[src/pkg/mdt_pkg.sv]
package mdt_pkg;
  // register byte offsets
  localparam logic [7:0] OFS_CTRL    = 8'h00;
  localparam logic [7:0] OFS_DIN     = 8'h04;
  localparam logic [7:0] OFS_DOUT    = 8'h08;
  localparam logic [7:0] OFS_PAT     = 8'h0C;
  localparam logic [7:0] OFS_TOT     = 8'h10;
  localparam logic [7:0] OFS_SCAN    = 8'h14;
  localparam logic [7:0] OFS_DAC0    = 8'h18;
  localparam logic [7:0] OFS_DAC1    = 8'h1C;
  localparam logic [7:0] OFS_IRQ_ST  = 8'h20;
  localparam logic [7:0] OFS_IRQ_MSK = 8'h24;
  // control field positions
  localparam int CTRL_JOIN  = 0;  // 16-bit joined output writes
  localparam int CTRL_FALL  = 1;  // totalizer counts falling edges
  localparam int CTRL_CHG0  = 2;  // port 0 alarm on change, else match
  localparam int CTRL_CHG1  = 3;  // port 1 alarm on change, else match
  localparam int CTRL_OE0   = 4;  // port 0 drives its pins
  localparam int CTRL_OE1   = 5;  // port 1 drives its pins
  localparam int CTRL_W     = 6;
  // scan selector codes
  localparam logic [1:0] SCAN_P0  = 2'h0;
  localparam logic [1:0] SCAN_P1  = 2'h1;
  localparam logic [1:0] SCAN_TOT = 2'h2;
  // interrupt status bits
  localparam int IRQ_AL0  = 0;
  localparam int IRQ_AL1  = 1;
  localparam int IRQ_ROLL = 2;
  localparam int IRQ_SCAN = 3;
  localparam int IRQ_W    = 4;
  // widths and limits
  localparam int PORT_W = 8;
  localparam int TOT_W  = 26;
  localparam int DAC_W  = 16;
  localparam logic [25:0] TOT_MAX = 26'h3FFFFFF;
  // dac codes are signed millivolts, clamped to the output span
  localparam logic signed [15:0] DAC_MAX_MV = 16'sh2EE0;
  localparam logic signed [15:0] DAC_MIN_MV = -16'sh2EE0;
  // reset values
  localparam logic [5:0]  CTRL_RST = 6'h00;
  localparam logic [15:0] DOUT_RST = 16'hFFFF;
  localparam logic [15:0] PAT_RST  = 16'h0000;
  localparam logic [15:0] DAC_RST  = 16'h0000;
  localparam logic [3:0]  MSK_RST  = 4'h0;
  // axi responses
  localparam logic [1:0] RESP_OKAY   = 2'h0;
  localparam logic [1:0] RESP_SLVERR = 2'h2;
endpackage : mdt_pkg

[src/hw/mdt_top.sv]
// Added by the designer: the register addresses and the AXI4-Lite slave port.
`timescale 1ns/10ps
// What this block does
// two 8-bit ports, live levels readable anytime
// port value capturable as a scan step
// alarm on pattern match or pattern change
// alarm works regardless of scan selection
// open input reads one, grounded reads zero
// ports output separately or as 16-bit word
// host drives bit low to switch external
// 26-bit counter, pulses up to 100 kHz
// count readable directly or by scan
// rising or falling counting edge selectable
// count wraps from maximum to zero
// high gate enables while high
// low gate enables while low
// count only when both gates enable
// unconnected gates float to enabling state
// two DAC channels with 16-bit codes
// codes span minus to plus 12 V, 1 mV
// counter and gate inputs synchronized first
module mdt_top (
  // clock and reset
  input  wire logic        mclk,
  input  wire logic        rst_n,
  // axi4-lite write address and data
  input  wire logic [7:0]  s_axi_awaddr,
  input  wire logic        s_axi_awvalid,
  output logic             s_axi_awready,
  input  wire logic [31:0] s_axi_wdata,
  input  wire logic [3:0]  s_axi_wstrb,
  input  wire logic        s_axi_wvalid,
  output logic             s_axi_wready,
  // axi4-lite write response
  output logic [1:0]       s_axi_bresp,
  output logic             s_axi_bvalid,
  input  wire logic        s_axi_bready,
  // axi4-lite read
  input  wire logic [7:0]  s_axi_araddr,
  input  wire logic        s_axi_arvalid,
  output logic             s_axi_arready,
  output logic [31:0]      s_axi_rdata,
  output logic [1:0]       s_axi_rresp,
  output logic             s_axi_rvalid,
  input  wire logic        s_axi_rready,
  // digital port pins, port 0 in bits 7:0
  input  wire logic [15:0] dio_in,
  output logic [15:0]      dio_out,
  output logic [15:0]      dio_oe,
  // totalizer input and gates
  input  wire logic        tot_in,
  input  wire logic        gate_hi,
  input  wire logic        gate_lo_n,
  // dac setpoints and interrupt
  output logic [15:0]      dac0_code,
  output logic [15:0]      dac1_code,
  output logic             irq
);
  logic [5:0]  ctrl;        // mode bits
  logic [15:0] pat;         // alarm patterns, port 1 high byte
  logic [25:0] tot_cnt;     // totalizer count
  logic [25:0] scan_data;   // last scanned value
  logic        scan_valid;  // a scan step has completed
  logic [3:0]  irq_st;      // sticky events
  logic [3:0]  irq_msk;     // event enables
  logic [15:0] din_q;       // registered pin levels
  logic [15:0] din_prev;    // previous sample for change alarms
  logic        aw_held;     // address latched, waiting for data
  logic        w_held;      // data latched, waiting for address
  logic [7:0]  aw_addr;
  logic [31:0] w_data;
  logic [3:0]  w_strb;

  wire aw_take = s_axi_awvalid & s_axi_awready;
  wire w_take  = s_axi_wvalid & s_axi_wready;
  wire [7:0]  wa = aw_held ? aw_addr : s_axi_awaddr;
  wire [31:0] wd = w_held ? w_data : s_axi_wdata;
  wire [3:0]  ws = w_held ? w_strb : s_axi_wstrb;
  // the write lands once both halves are present and no response waits
  wire wr_fire = (aw_held | aw_take) & (w_held | w_take) & ~s_axi_bvalid;

  // write decode
  wire wr_ctrl = wr_fire & (wa == mdt_pkg::OFS_CTRL);
  wire wr_dout = wr_fire & (wa == mdt_pkg::OFS_DOUT);
  wire wr_pat  = wr_fire & (wa == mdt_pkg::OFS_PAT);
  wire wr_scan = wr_fire & (wa == mdt_pkg::OFS_SCAN);
  wire wr_dac0 = wr_fire & (wa == mdt_pkg::OFS_DAC0);
  wire wr_dac1 = wr_fire & (wa == mdt_pkg::OFS_DAC1);
  wire wr_msk  = wr_fire & (wa == mdt_pkg::OFS_IRQ_MSK);
  wire wr_ok   = wr_ctrl | wr_dout | wr_pat | wr_scan | wr_dac0 | wr_dac1
               | wr_msk | (wa == mdt_pkg::OFS_DIN)
               | (wa == mdt_pkg::OFS_TOT) | (wa == mdt_pkg::OFS_IRQ_ST);

  // address and data channel handshakes; ready only while empty
  always_ff @(posedge mclk) begin
    if (!rst_n) begin
      aw_held       <= 1'b0;
      w_held        <= 1'b0;
      aw_addr       <= 8'h00;
      w_data        <= 32'h00000000;
      w_strb        <= 4'h0;
      s_axi_awready <= 1'b0;
      s_axi_wready  <= 1'b0;
    end else begin
      aw_held       <= (aw_held | aw_take) & ~wr_fire;
      w_held        <= (w_held | w_take) & ~wr_fire;
      if (aw_take) aw_addr <= s_axi_awaddr;
      if (w_take) begin
        w_data <= s_axi_wdata;
        w_strb <= s_axi_wstrb;
      end
      s_axi_awready <= ~(aw_held | aw_take) | wr_fire;
      s_axi_wready  <= ~(w_held | w_take) | wr_fire;
    end
  end

  // write response: unmapped offsets answer slverr
  always_ff @(posedge mclk) begin
    if (!rst_n) begin
      s_axi_bvalid <= 1'b0;
      s_axi_bresp  <= mdt_pkg::RESP_OKAY;
    end else if (wr_fire) begin
      s_axi_bvalid <= 1'b1;
      s_axi_bresp  <= wr_ok ? mdt_pkg::RESP_OKAY : mdt_pkg::RESP_SLVERR;
    end else if (s_axi_bready) begin
      s_axi_bvalid <= 1'b0;
    end
  end
  // control, pattern and mask registers
  always_ff @(posedge mclk) begin
    if (!rst_n) begin
      ctrl    <= mdt_pkg::CTRL_RST;
      pat     <= mdt_pkg::PAT_RST;
      irq_msk <= mdt_pkg::MSK_RST;
    end else begin
      if (wr_ctrl & ws[0]) ctrl <= wd[5:0];
      if (wr_pat & ws[0]) pat[7:0] <= wd[7:0];
      if (wr_pat & ws[1]) pat[15:8] <= wd[15:8];
      if (wr_msk & ws[0]) irq_msk <= wd[3:0];
    end
  end
  // joined mode updates both bytes from one write, so the pins never
  // show a half-written 16-bit word
  wire join16   = ctrl[mdt_pkg::CTRL_JOIN];
  wire dout_lo  = wr_dout & (join16 ? |ws[1:0] : ws[0]);
  wire dout_hi  = wr_dout & (join16 ? |ws[1:0] : ws[1]);

  // output latch; reset high so attached switches sit released
  always_ff @(posedge mclk) begin
    if (!rst_n) begin
      dio_out <= mdt_pkg::DOUT_RST;
      dio_oe  <= 16'h0000;
    end else begin
      if (dout_lo) dio_out[7:0] <= wd[7:0];
      if (dout_hi) dio_out[15:8] <= wd[15:8];
      dio_oe <= {{8{ctrl[mdt_pkg::CTRL_OE1]}},
                 {8{ctrl[mdt_pkg::CTRL_OE0]}}};
    end
  end
  // pins are taken without inversion: the pull-up makes an open
  // contact a one, a closure to ground a zero
  always_ff @(posedge mclk) begin
    if (!rst_n) begin
      din_q    <= 16'hFFFF;
      din_prev <= 16'hFFFF;
    end else begin
      din_q    <= dio_in;
      din_prev <= din_q;
    end
  end

  // per-port alarm detect, independent of the scan selector
  logic [1:0] alarm_ev;
  genvar gp;
  generate
    for (gp = 0; gp < 2; gp++) begin : g_port
      wire [7:0] cur  = din_q[gp*8 +: 8];
      wire [7:0] prv  = din_prev[gp*8 +: 8];
      wire       hit  = (cur == pat[gp*8 +: 8]);
      wire       chg  = ctrl[mdt_pkg::CTRL_CHG0 + gp];
      logic      match_q;  // pattern seen last cycle, one per port
      // match raises an event on entering the pattern, not every cycle
      assign alarm_ev[gp] = chg ? (cur != prv) : (hit & ~match_q);
      always_ff @(posedge mclk) begin
        if (!rst_n) match_q <= 1'b0;
        else match_q <= hit;
      end
    end
  endgenerate
  // two-stage synchronizers; only stage two and later feed logic
  logic [1:0] tot_sync;
  logic [1:0] gh_sync;
  logic [1:0] gl_sync;
  logic       tot_last;
  always_ff @(posedge mclk) begin
    if (!rst_n) begin
      tot_sync <= 2'b00;
      gh_sync  <= 2'b11;
      gl_sync  <= 2'b00;
      tot_last <= 1'b0;
    end else begin
      tot_sync <= {tot_sync[0], tot_in};
      gh_sync  <= {gh_sync[0], gate_hi};
      gl_sync  <= {gl_sync[0], gate_lo_n};
      tot_last <= tot_sync[1];
    end
  end

  wire tot_rise = tot_sync[1] & ~tot_last;
  wire tot_fall = ~tot_sync[1] & tot_last;
  wire tot_edge = ctrl[mdt_pkg::CTRL_FALL] ? tot_fall : tot_rise;
  // floating gates are pulled to their enabling level outside
  wire gate_en  = gh_sync[1] & ~gl_sync[1];
  wire tot_step = tot_edge & gate_en;
  wire tot_roll = tot_step & (tot_cnt == mdt_pkg::TOT_MAX);

  // one count per qualified edge; 50 MHz sampling covers 100 kHz input
  always_ff @(posedge mclk) begin
    if (!rst_n) tot_cnt <= 26'h0000000;
    else if (tot_roll) tot_cnt <= 26'h0000000;
    else if (tot_step) tot_cnt <= tot_cnt + 26'h0000001;
  end
  // a write to the scan register samples the chosen source at once
  wire [1:0]  scan_sel = wd[1:0];
  wire [25:0] scan_p0  = {18'h00000, din_q[7:0]};   // port 0, zero-extended
  wire [25:0] scan_p1  = {18'h00000, din_q[15:8]};  // port 1, zero-extended
  wire [25:0] scan_val = (scan_sel == mdt_pkg::SCAN_P0) ? scan_p0
                       : (scan_sel == mdt_pkg::SCAN_P1) ? scan_p1
                       : tot_cnt;
  always_ff @(posedge mclk) begin
    if (!rst_n) begin
      scan_data  <= 26'h0000000;
      scan_valid <= 1'b0;
    end else if (wr_scan & ws[0]) begin
      scan_data  <= scan_val;
      scan_valid <= 1'b1;
    end
  end
  // codes are signed millivolts; out-of-span writes saturate
  wire signed [15:0] dac_in = wd[15:0];
  wire [15:0] dac_sat = (dac_in > mdt_pkg::DAC_MAX_MV) ? mdt_pkg::DAC_MAX_MV
                      : (dac_in < mdt_pkg::DAC_MIN_MV) ? mdt_pkg::DAC_MIN_MV
                      : wd[15:0];
  always_ff @(posedge mclk) begin
    if (!rst_n) begin
      dac0_code <= mdt_pkg::DAC_RST;
      dac1_code <= mdt_pkg::DAC_RST;
    end else begin
      if (wr_dac0 & (&ws[1:0])) dac0_code <= dac_sat;
      if (wr_dac1 & (&ws[1:0])) dac1_code <= dac_sat;
    end
  end
  // read address decode
  wire rd_take = s_axi_arvalid & s_axi_arready;
  logic [31:0] rd_mux;
  logic        rd_ok;
  always_comb begin
    rd_ok  = 1'b1;
    case (s_axi_araddr)
      mdt_pkg::OFS_CTRL:    rd_mux = {26'h0000000, ctrl};
      mdt_pkg::OFS_DIN:     rd_mux = {16'h0000, din_q};
      mdt_pkg::OFS_DOUT:    rd_mux = {16'h0000, dio_out};
      mdt_pkg::OFS_PAT:     rd_mux = {16'h0000, pat};
      mdt_pkg::OFS_TOT:     rd_mux = {6'h00, tot_cnt};
      mdt_pkg::OFS_SCAN:    rd_mux = {scan_valid, 5'h00, scan_data};
      mdt_pkg::OFS_DAC0:    rd_mux = {16'h0000, dac0_code};
      mdt_pkg::OFS_DAC1:    rd_mux = {16'h0000, dac1_code};
      mdt_pkg::OFS_IRQ_ST:  rd_mux = {28'h0000000, irq_st};
      mdt_pkg::OFS_IRQ_MSK: rd_mux = {28'h0000000, irq_msk};
      default: begin
        rd_mux = 32'h00000000;
        rd_ok  = 1'b0;
      end
    endcase
  end

  // read answer one cycle after the address is taken
  always_ff @(posedge mclk) begin
    if (!rst_n) begin
      s_axi_arready <= 1'b0;
      s_axi_rvalid  <= 1'b0;
      s_axi_rdata   <= 32'h00000000;
      s_axi_rresp   <= mdt_pkg::RESP_OKAY;
    end else begin
      s_axi_arready <= ~s_axi_rvalid & ~rd_take;
      if (rd_take) begin
        s_axi_rvalid <= 1'b1;
        s_axi_rdata  <= rd_mux;
        s_axi_rresp  <= rd_ok ? mdt_pkg::RESP_OKAY : mdt_pkg::RESP_SLVERR;
      end else if (s_axi_rready) begin
        s_axi_rvalid <= 1'b0;
      end
    end
  end
  // interrupt status, read to clear
  wire [3:0] ev_set = {wr_scan & ws[0], tot_roll, alarm_ev};
  wire rd_clr = rd_take & (s_axi_araddr == mdt_pkg::OFS_IRQ_ST);
  // a set in the clearing cycle survives the read-clear
  wire [3:0] next_irq_st = (rd_clr ? 4'h0 : irq_st) | ev_set;
  always_ff @(posedge mclk) begin
    if (!rst_n) begin
      irq_st <= 4'h0;
      irq    <= 1'b0;
    end else begin
      irq_st <= next_irq_st;
      irq    <= |(next_irq_st & irq_msk);
    end
  end
endmodule : mdt_top

[config.mk]
export PLATFORM = sky130hd
export DESIGN_NAME = mdt_top
export DESIGN_NICKNAME = d
export VERILOG_FILES = /design/src/pkg/mdt_pkg.sv /design/src/hw/mdt_top.sv
export SDC_FILE = /design/constraint.sdc
export NUM_CORES = 1
export LEC_CHECK = 0
export BUFFER_PORTS_ARGS = -buffer_cell sky130_fd_sc_hd__buf_2
export CAP_MARGIN = 20
export CORE_UTILIZATION = 30
export DETAILED_ROUTE_END_ITERATION = 10
export PLACE_DENSITY_LB_ADDON = 0.25
export SLEW_MARGIN = 10
export SYNTH_ARGS = -nofsm -noshare
export SYNTH_HDL_FRONTEND = slang
export SYNTH_SLANG_ARGS = --single-unit
[constraint.sdc]
create_clock -name mclk -period 3.6 [get_ports mclk]
set_input_delay 0.72 -clock mclk [delete_from_list [all_inputs] [get_ports mclk]]
set_output_delay 0.72 -clock mclk [all_outputs]
set_load 0.005 [all_outputs]
**Yosys cells after proc, flatten, opt, wreduce, memory -nomap -nowiden**

Index checks and enable logic that the tools add are counted.

- Word-level logic and storage cells: 152
- Flip-flop bits (word level): 251
- Output and inout bits: 106
- Input port bits: 78

- Bitwise logic cells: 59
- Equal/unequal tests: 24
- $lt $le $gt $ge: 2
- Muxes and demuxes: 21
- Add/sub/neg operators: 1
- Reductions and logical operators: 10

Operators with widths:

| cell | number |
|---|---|
| $pmux W32 S10 | 1 |
| $eq A8 B5 Y1 const B | 8 |
| $mux W26 | 2 |
| $mux W16 | 3 |
| $and A1 B1 Y1 | 32 |
| $eq A8 B4 Y1 const B | 4 |
| $eq A8 B6 Y1 const B | 4 |
| $add A26 B1 Y26 const B | 1 |
| $eq A26 B26 Y1 const B | 1 |
| $eq A8 B3 Y1 const B | 2 |
| $eq A8 B8 Y1 | 2 |
| $gt A16 B15 Y1 const B | 1 |
| $logic_not A8 Y1 | 2 |
| $lt A16 B15 Y1 const B | 1 |
| $ne A8 B8 Y1 | 2 |
| $or A1 B1 Y1 | 13 |
| $not A1 Y1 | 12 |
| $mux W1 | 10 |
| $reduce_or A10 Y1 | 1 |
| $mux W8 | 1 |
| $mux W2 | 3 |
| $and A4 B4 Y4 | 1 |
| $mux W4 | 1 |
| $or A4 B4 Y4 | 1 |
| other kinds (6) | 8 |

**Depth between registers and ports, before layout**

Gate-level depths: netlist (run 1).

- Depth in word-level cells: 15
- Gate-level depth with buffers: 12
- Mapped depth without buffers: 9

**Worst setup path after synthesis (run 1)**

OpenSTA, ideal clock, no wires.

- Path type: flip-flop to flip-flop
- Start: reg w_held
- End: reg dac0_code[0]
- Library setup time: 61 ps
- Data required time: 3539 ps
- Slack: 1025 ps
- Arrival: 2514 ps
- Path buffers: 3
- Stages on the path, launching flop included: 13
- Clock period less this slack: 2575 ps
- Cell sequence: dfxtp_1 -> buf_2 -> buf_2 -> buf_2 -> mux2_2 -> o31ai_1 -> a21boi_0 -> o211ai_1 -> ha_1 -> inv_1 -> nand2_1 -> nor2_1 -> a32o_1

- Longest elaborated chain between the ends: 5
- Elaborated cells on any way between the ends: 12
- Those cells by class: order compare: 2; mux: 4; bitwise: 5; reduce/logical: 1

RTL lines:

| item | RTL line | source |
|---|---|---|
| from (decl) | mdt_top.sv:69 | `logic w_held;` |
| from (signal assigned) | mdt_top.sv:106 | `w_held <= (w_held \| w_take) & ~wr_fire;` |
| branches (longest 5 deep; another with $lt A16 B15 Y1) | n/a |  |
| to (signal assigned) | mdt_top.sv:246 | `dac0_code <= mdt_pkg::DAC_RST;` |
| to (signal assigned) | mdt_top.sv:249 | `if (wr_dac0 & (&ws[1:0])) dac0_code <= dac_sat;` |
| to (decl) | mdt_top.sv:55 | `output logic [15:0] dac0_code,` |

Several ways; the timed one is not identified.
A chain may end at the register's enable or synchronous reset.

**Final worst setup path (run 1)**

- Start: reg w_held
- End: reg dac0_code[1]

Same word-level chain as after synthesis.

==> flow_metrics.env, run 1 <==
export IMPL_nets=1410
export IMPL_instances_no_fill=1802
export IMPL_cp_required_ns=4.09
export IMPL_synthTopCellsByArea="dfxtp_1 (45%), mux2i_1 (6.1%), nand2_1 (5.6%)"
export IMPL_p_total_mw=5.90
export IMPL_holdWs_ns=0.349
export IMPL_first_global_vias=8660
export IMPL_die_area_um2=36100
export IMPL_hpwl_um=25700
export IMPL_place_congestion=0.914
export IMPL_clock_sinks=237
export IMPL_fmax_mhz=351
export IMPL_critPathMaxFanout=16
export IMPL_coreArea_um2=34700
export IMPL_tns_ns=0
export IMPL_drt_iter0_drc=751
export IMPL_antenna_found_initial=1
export IMPL_yosysWarnings=0
export IMPL_arrival_ns=3.34
export IMPL_synth_top_cell_by_area="dfxtp_1"
export IMPL_synth_seq_cells=237
export IMPL_hold_buffers=0
export IMPL_postCtsSetupRepairBufs=0
export IMPL_synth_edf_count=0
export IMPL_h_tree_depth=1
export IMPL_grt_start_max_net_pins=108
export IMPL_syn_inst=1200
export IMPL_cp_end_kind="flop"
export IMPL_ioPinCount=184
export IMPL_num_antenna_cells=0
export IMPL_synth_top_area_share_pct=44.7
export IMPL_crit_slowest_cell="dfxtp_1"
export IMPL_maxCapViolCount=0
export IMPL_period_share_pct=79.1
export IMPL_worstSetupPathType="flop to flop"
export IMPL_clock_path_buffers=3
export IMPL_ys_types=70
export IMPL_ir_drop_uv=401
export IMPL_grt_busiest_layer="met2"
export IMPL_fin_util_pct=36.5
export IMPL_gr_usage_met2_pct=29.0
export IMPL_ant_nets=0
export IMPL_postSynth_asyncResetShare_pct=0
export IMPL_setup_viol=0
export IMPL_tritoncts="done"
export IMPL_critical_path_max_stage_delay_ns=0.76
export IMPL_hold_path_class="input pin to flop"
export IMPL_via_per_inst=5.19
export IMPL_placed_cells=1755
export IMPL_drc_errors=0
export IMPL_fin_skew_ns=0.0195
export IMPL_track_usage_pct=19.1
export IMPL_post_cts_resize_count=0
export IMPL_synth_flop_cell="dfxtp_1"
export IMPL_wire_per_inst_um=19.4
export IMPL_ctsRootBufferMaster="clkbuf_16"
export IMPL_grt_met3_usage_pct=2.91
export IMPL_num_vias=9346
export IMPL_rows=68
export IMPL_fp_dieW_um=190
export IMPL_tightest_slew_ns=0.733
export IMPL_clock_latency_ns=0.55
export IMPL_netlist_top_cells_count="dfxtp_1 (237), nand2_1 (159), nor2_1 (109)"
export IMPL_totalWireLength_um=34900
export IMPL_grt_pass1_wl_um=53300
export IMPL_synth_area_um2=10600
export IMPL_finalHoldViolations=0
export IMPL_initial_utilization_pct=30.6
export IMPL_status="finished clean"
export IMPL_leakage_nw=4.90
export IMPL_io_buffer_count=158
export IMPL_die_h_um=190
export IMPL_yosysMostFrequentCell="dfxtp_1"
export IMPL_seq_area_frac_synth_pct=44.7
export IMPL_slew_headroom_pct=51.0
export IMPL_clk_pin_slew_ns=0.06
export IMPL_overflow=0
export IMPL_fin_crit_ns=2.85
export IMPL_syn_avg_cell_area_um2=8.84
export IMPL_cp_cell_sequence="mux2_2, o31ai_1, a21boi_0, o211ai_1, ha_1, inv_1, nand2_1, nor2_1, a32o_1"
export IMPL_cts_buffers=27
export IMPL_drtPass1Iterations=5
export IMPL_grt_setup_unrepaired="false"
export IMPL_maxSlewViolCount=0
export IMPL_power_density_nw_per_um2=466
export IMPL_layout_drive_gt1_share_pct=20.4
export IMPL_use_met1_pct=27.8
export IMPL_area_growth_pct=19.3
export IMPL_start_kind="flop"
==> stage by stage <==
step | area [um2] | worst slack [ns]
global route | 12700 | 0.591
CTS | 12700 | 0.765
detailed placement | 11800 | 0.631
floorplan | 10600 | 1.03
global placement | 11800 | 0.650
finish | 12700 | 0.751
==> per-layer routing <==
layer	wire, um	vias to the layer above
met1	16700	4466
met2	15000	345
li1	-	4482
met5	17	-
met3	2290	51
met4	933	2
==> logic make-up after synthesis <==
| logic type | share of synthesized area, % |
|---|---|
| buffers and inverters | 4.63 |
| other | 0.0353 |
| muxes | 8.78 |
| xor gates and xnor gates | 4.70 |
| DFF | 44.7 |
| adders and majority gates | 0.236 |
| AOI/OAI and AO/OA | 16.4 |
| and+or+nand+nor | 20.5 |
==> area by class of cell <==
class | instances | area, um2
well taps | 455 | 569
inverters | 11 | 41.3
clock inverters | 9 | 95.1
flip-flops and latches | 237 | 4740
repair buffers | 187 | 1030
fillers | 3652 | 22000
multi-input cells | 866 | 5400
clock buffers | 37 | 783
==> placed cells by master (no fill, tap or decap), drive strengths merged, types with 19 or more instances in the layout <==
cell,n
nand3,46
dfxtp,237
a32o,19
a21oi,90
nor2,109
buf,187
xnor2,25
o21ai,54
nand2,159
mux2i,65
mux2,25
nand2b,37
clkbuf,37
a22oi,24
xor2,32
==> state kept, by name, indices dropped and copies added (netlist names), 6 cells and up <==
signal	cells
dac0_code	16
aw_addr	8
din_q	16
pat	16
scan_data	26
din_prev	16
w_data	16
ctrl	6
dac1_code	16
dio_out	16
tot_cnt	26
s_axi_rdata	27
==> worst paths after layout <==
path	start	endpoint	slack (ns)	cells after the start
max	w_held	dac0_code[1]	0.75	9
min reg2reg	gh_sync[0]	gh_sync[1]	0.41	1
max reg2reg	w_held	dac0_code[1]	0.75	9
min	dio_in[14]	din_q[14]	0.35	2
==> critical path: cells and delay by family, from the launching register on <==
family | cells | cell delay (ns)
mux | 1 | 0.51
flops | 1 | 0.76
compound gates | 4 | 0.68
buf+inv | 1 | 0.24
simple gates | 2 | 0.28
fa+ha+maj | 1 | 0.31
==> power by group <==
group | total (mW) | switching (mW) | internal, mW
sequential | 2.73 | 0.0578 | 2.67
combinational | 0.447 | 0.289 | 0.158
clock | 2.73 | 1.13 | 1.59
total | 5.90 | 1.48 | 4.42
(Power assumes the default switching activity.)
==> inputs of run 2 (changes only) <==
- clock period: 3.6 -> 2.9 ns (I/O delays scaled with it)
==> run 2 against run 1 <==
Against the previous run:
- fmax up 11%
- final area up 1.0%
- critical path depth up 1
- flip-flop and latch count unchanged
- sequential power up 24%
- critical endpoint is now dac0_code[0]
- hold slack worse by 0.13 ns
- first-iteration DRC count down 2.1%
- core utilization up 0.37 points
==> flow_metrics.env, run 2 (synthesis gave the netlist of run 1 again) <==
export IMPL_grt_start_max_net_pins=79
export IMPL_via_per_inst=5.18
export IMPL_wire_per_inst_um=19.5
export IMPL_initial_utilization_pct=30.6
export IMPL_grt_setup_unrepaired="false"
export IMPL_tightest_slew_ns=0.729
export IMPL_area_growth_pct=20.6
export IMPL_place_congestion=0.871
export IMPL_critPathMaxFanout=16
export IMPL_path_buf_inv=2
export IMPL_nets=1428
export IMPL_critical_path_max_stage_delay_ns=0.52
export IMPL_ir_drop_uv=414
export IMPL_status="finished clean"
export IMPL_layout_drive_gt1_share_pct=21.4
export IMPL_largestRegisters="s_axi_rdata x27, scan_data x26, tot_cnt x26"
export IMPL_maxSlewViolCount=0
export IMPL_fin_ws_ns=0.328
export IMPL_cp_cell_sequence="buf_12, mux2_2, o31ai_1, a21boi_0, o211ai_1, ha_1, inv_1, nand2_1, nor2_1, a32o_1"
export IMPL_cp_required_ns=3.38
export IMPL_largest_reg_flops=27
export IMPL_ctsRootBufferMaster="clkbuf_16"
export IMPL_fp_dieW_um=190
export IMPL_clock_path_buffers=3
export IMPL_hold_start="dio_in[14]"
export IMPL_clk_pin_slew_ns=0.06
export IMPL_maxCapViolCount=0
export IMPL_r2r_start="w_held"
export IMPL_critPathLaunch="w_held"
export IMPL_clock_sinks=237
export IMPL_h_tree_depth=1
export IMPL_ant_nets=0
export IMPL_tns_ns=0
export IMPL_rows=68
export IMPL_ioPinCount=184
export IMPL_track_usage_pct=19.3
export IMPL_cp_end_kind="flop"
export IMPL_layout_common_cells="dfxtp_1 (236), nand2_1 (159), buf_2 (157), nor2_1 (108), a21oi_1 (88)"
export IMPL_final_common_cell="dfxtp_1"
export IMPL_num_vias=9432
export IMPL_crit_slowest_cell="dfxtp_2"
export IMPL_overflow=0
export IMPL_fin_skew_ns=0.0178
export IMPL_totalWireLength_um=35500
export IMPL_fmax_mhz=389
export IMPL_arrival_ns=3.05
export IMPL_drt_iter0_drc=735
export IMPL_crit_family="compound AO/OA/AOI/OAI gates"
export IMPL_period_share_pct=88.7
export IMPL_hold_path_class="input pin to flop"
export IMPL_drtPass1Iterations=5
export IMPL_regMostFlops="s_axi_rdata"
export IMPL_first_global_vias=8806
export IMPL_coreArea_um2=34700
export IMPL_start_kind="flop"
export IMPL_pre_cts_ws_ns=0.185
export IMPL_drc_errors=0
export IMPL_power_density_nw_per_um2=563
export IMPL_die_area_um2=36100
export IMPL_clock_latency_ns=0.54
export IMPL_tritoncts="done"
export IMPL_die_h_um=190
export IMPL_slew_headroom_pct=51.4
export IMPL_antenna_found_initial=0
export IMPL_fin_crit_ns=2.57
export IMPL_leakage_nw=4.98
export IMPL_finalHoldViolations=0
export IMPL_setup_viol=0
export IMPL_worstSetupPathType="flop to flop"
export IMPL_hpwl_um=26500
export IMPL_io_buffer_count=158
export IMPL_postCtsSetupRepairBufs=0
export IMPL_r2r_slack_ns=0.33
export IMPL_cts_buffers=27
export IMPL_grt_pass1_wl_um=53500
export IMPL_num_antenna_cells=0
run 2: cell types whose count changed in the layout (fill, tap and decap cells not counted), sizes merged:
| cell | before | now |
|---|---|---|
| inv | 13 | 12 |
| clkbuf | 37 | 39 |
| clkinv | 6 | 8 |
| buf | 187 | 205 |
| bufinv | 1 | 0 |
run 2: repair_timing:
item,in CTS,in global routing
hold buffers,0,0
resized for setup,0,1
endpoints found under the hold margin,0,0
endpoints found under the setup margin,0,6
run 2: metal layers:
metal	wire length [um]	track usage (%)	part of all wire [%]
met3	2420	3.06	6.8
met5	0	0	0
met1	16600	27.8	47
met4	891	5.18	2.5
met2	15600	29.5	44
run 2: worst reg2reg max path, delay by kind of cell (launching register included):
| kind | cells | cell delay [ns] |
|---|---|---|
| AO/OA/AOI/OAI | 4 | 0.56 |
| adder cells (fa/ha/maj) | 1 | 0.31 |
| buffers and inverters | 2 | 0.46 |
| flip-flops | 1 | 0.52 |
| multiplexers | 1 | 0.37 |
| AND/OR/NAND/NOR | 2 | 0.31 |
run 2: cell type report:
cell class / count / area, um2
inverters: 11 / 41.3
fillers: 3626 / 21900
repair buffers: 205 / 1200
flip-flops and latches: 237 / 4750
clock buffers: 39 / 781
clock inverters: 9 / 60.1
multi-input cells: 866 / 5400
well taps: 455 / 569
run 2: worst paths after layout:
path	to	depth (start not counted)
max	dac0_code[0]	10
min	din_q[14]	2
max reg2reg	dac0_code[0]	10
min reg2reg	gh_sync[1]	1
run 2: power breakdown:
group	total (mW)	switching, mW	leakage, nW	internal [mW]
Clock	3.24	1.37	0.419	1.87
Combinational	0.577	0.367	2.63	0.211
Sequential	3.39	0.0724	1.92	3.31
Total	7.20	1.81	4.98	5.39
run 2: stage by stage:
| stage | total power [mW] | std cells | hold slack (ns) | area (um2) | util [%] |
|---|---|---|---|---|---|
| floorplan | 3.79 | 1206 | 0.386 | 10600 | - |
| CTS | 7.27 | 1822 | 0.195 | 12800 | 36.9 |
| finish | 7.20 | 1822 | 0.218 | 12800 | 36.9 |
| global placement | 4.02 | 1774 | 0.416 | 12000 | 34.4 |
| detailed placement | 4.03 | 1774 | 0.427 | 12000 | 34.4 |
| global route | 7.46 | 1822 | 0.200 | 12800 | 36.9 |
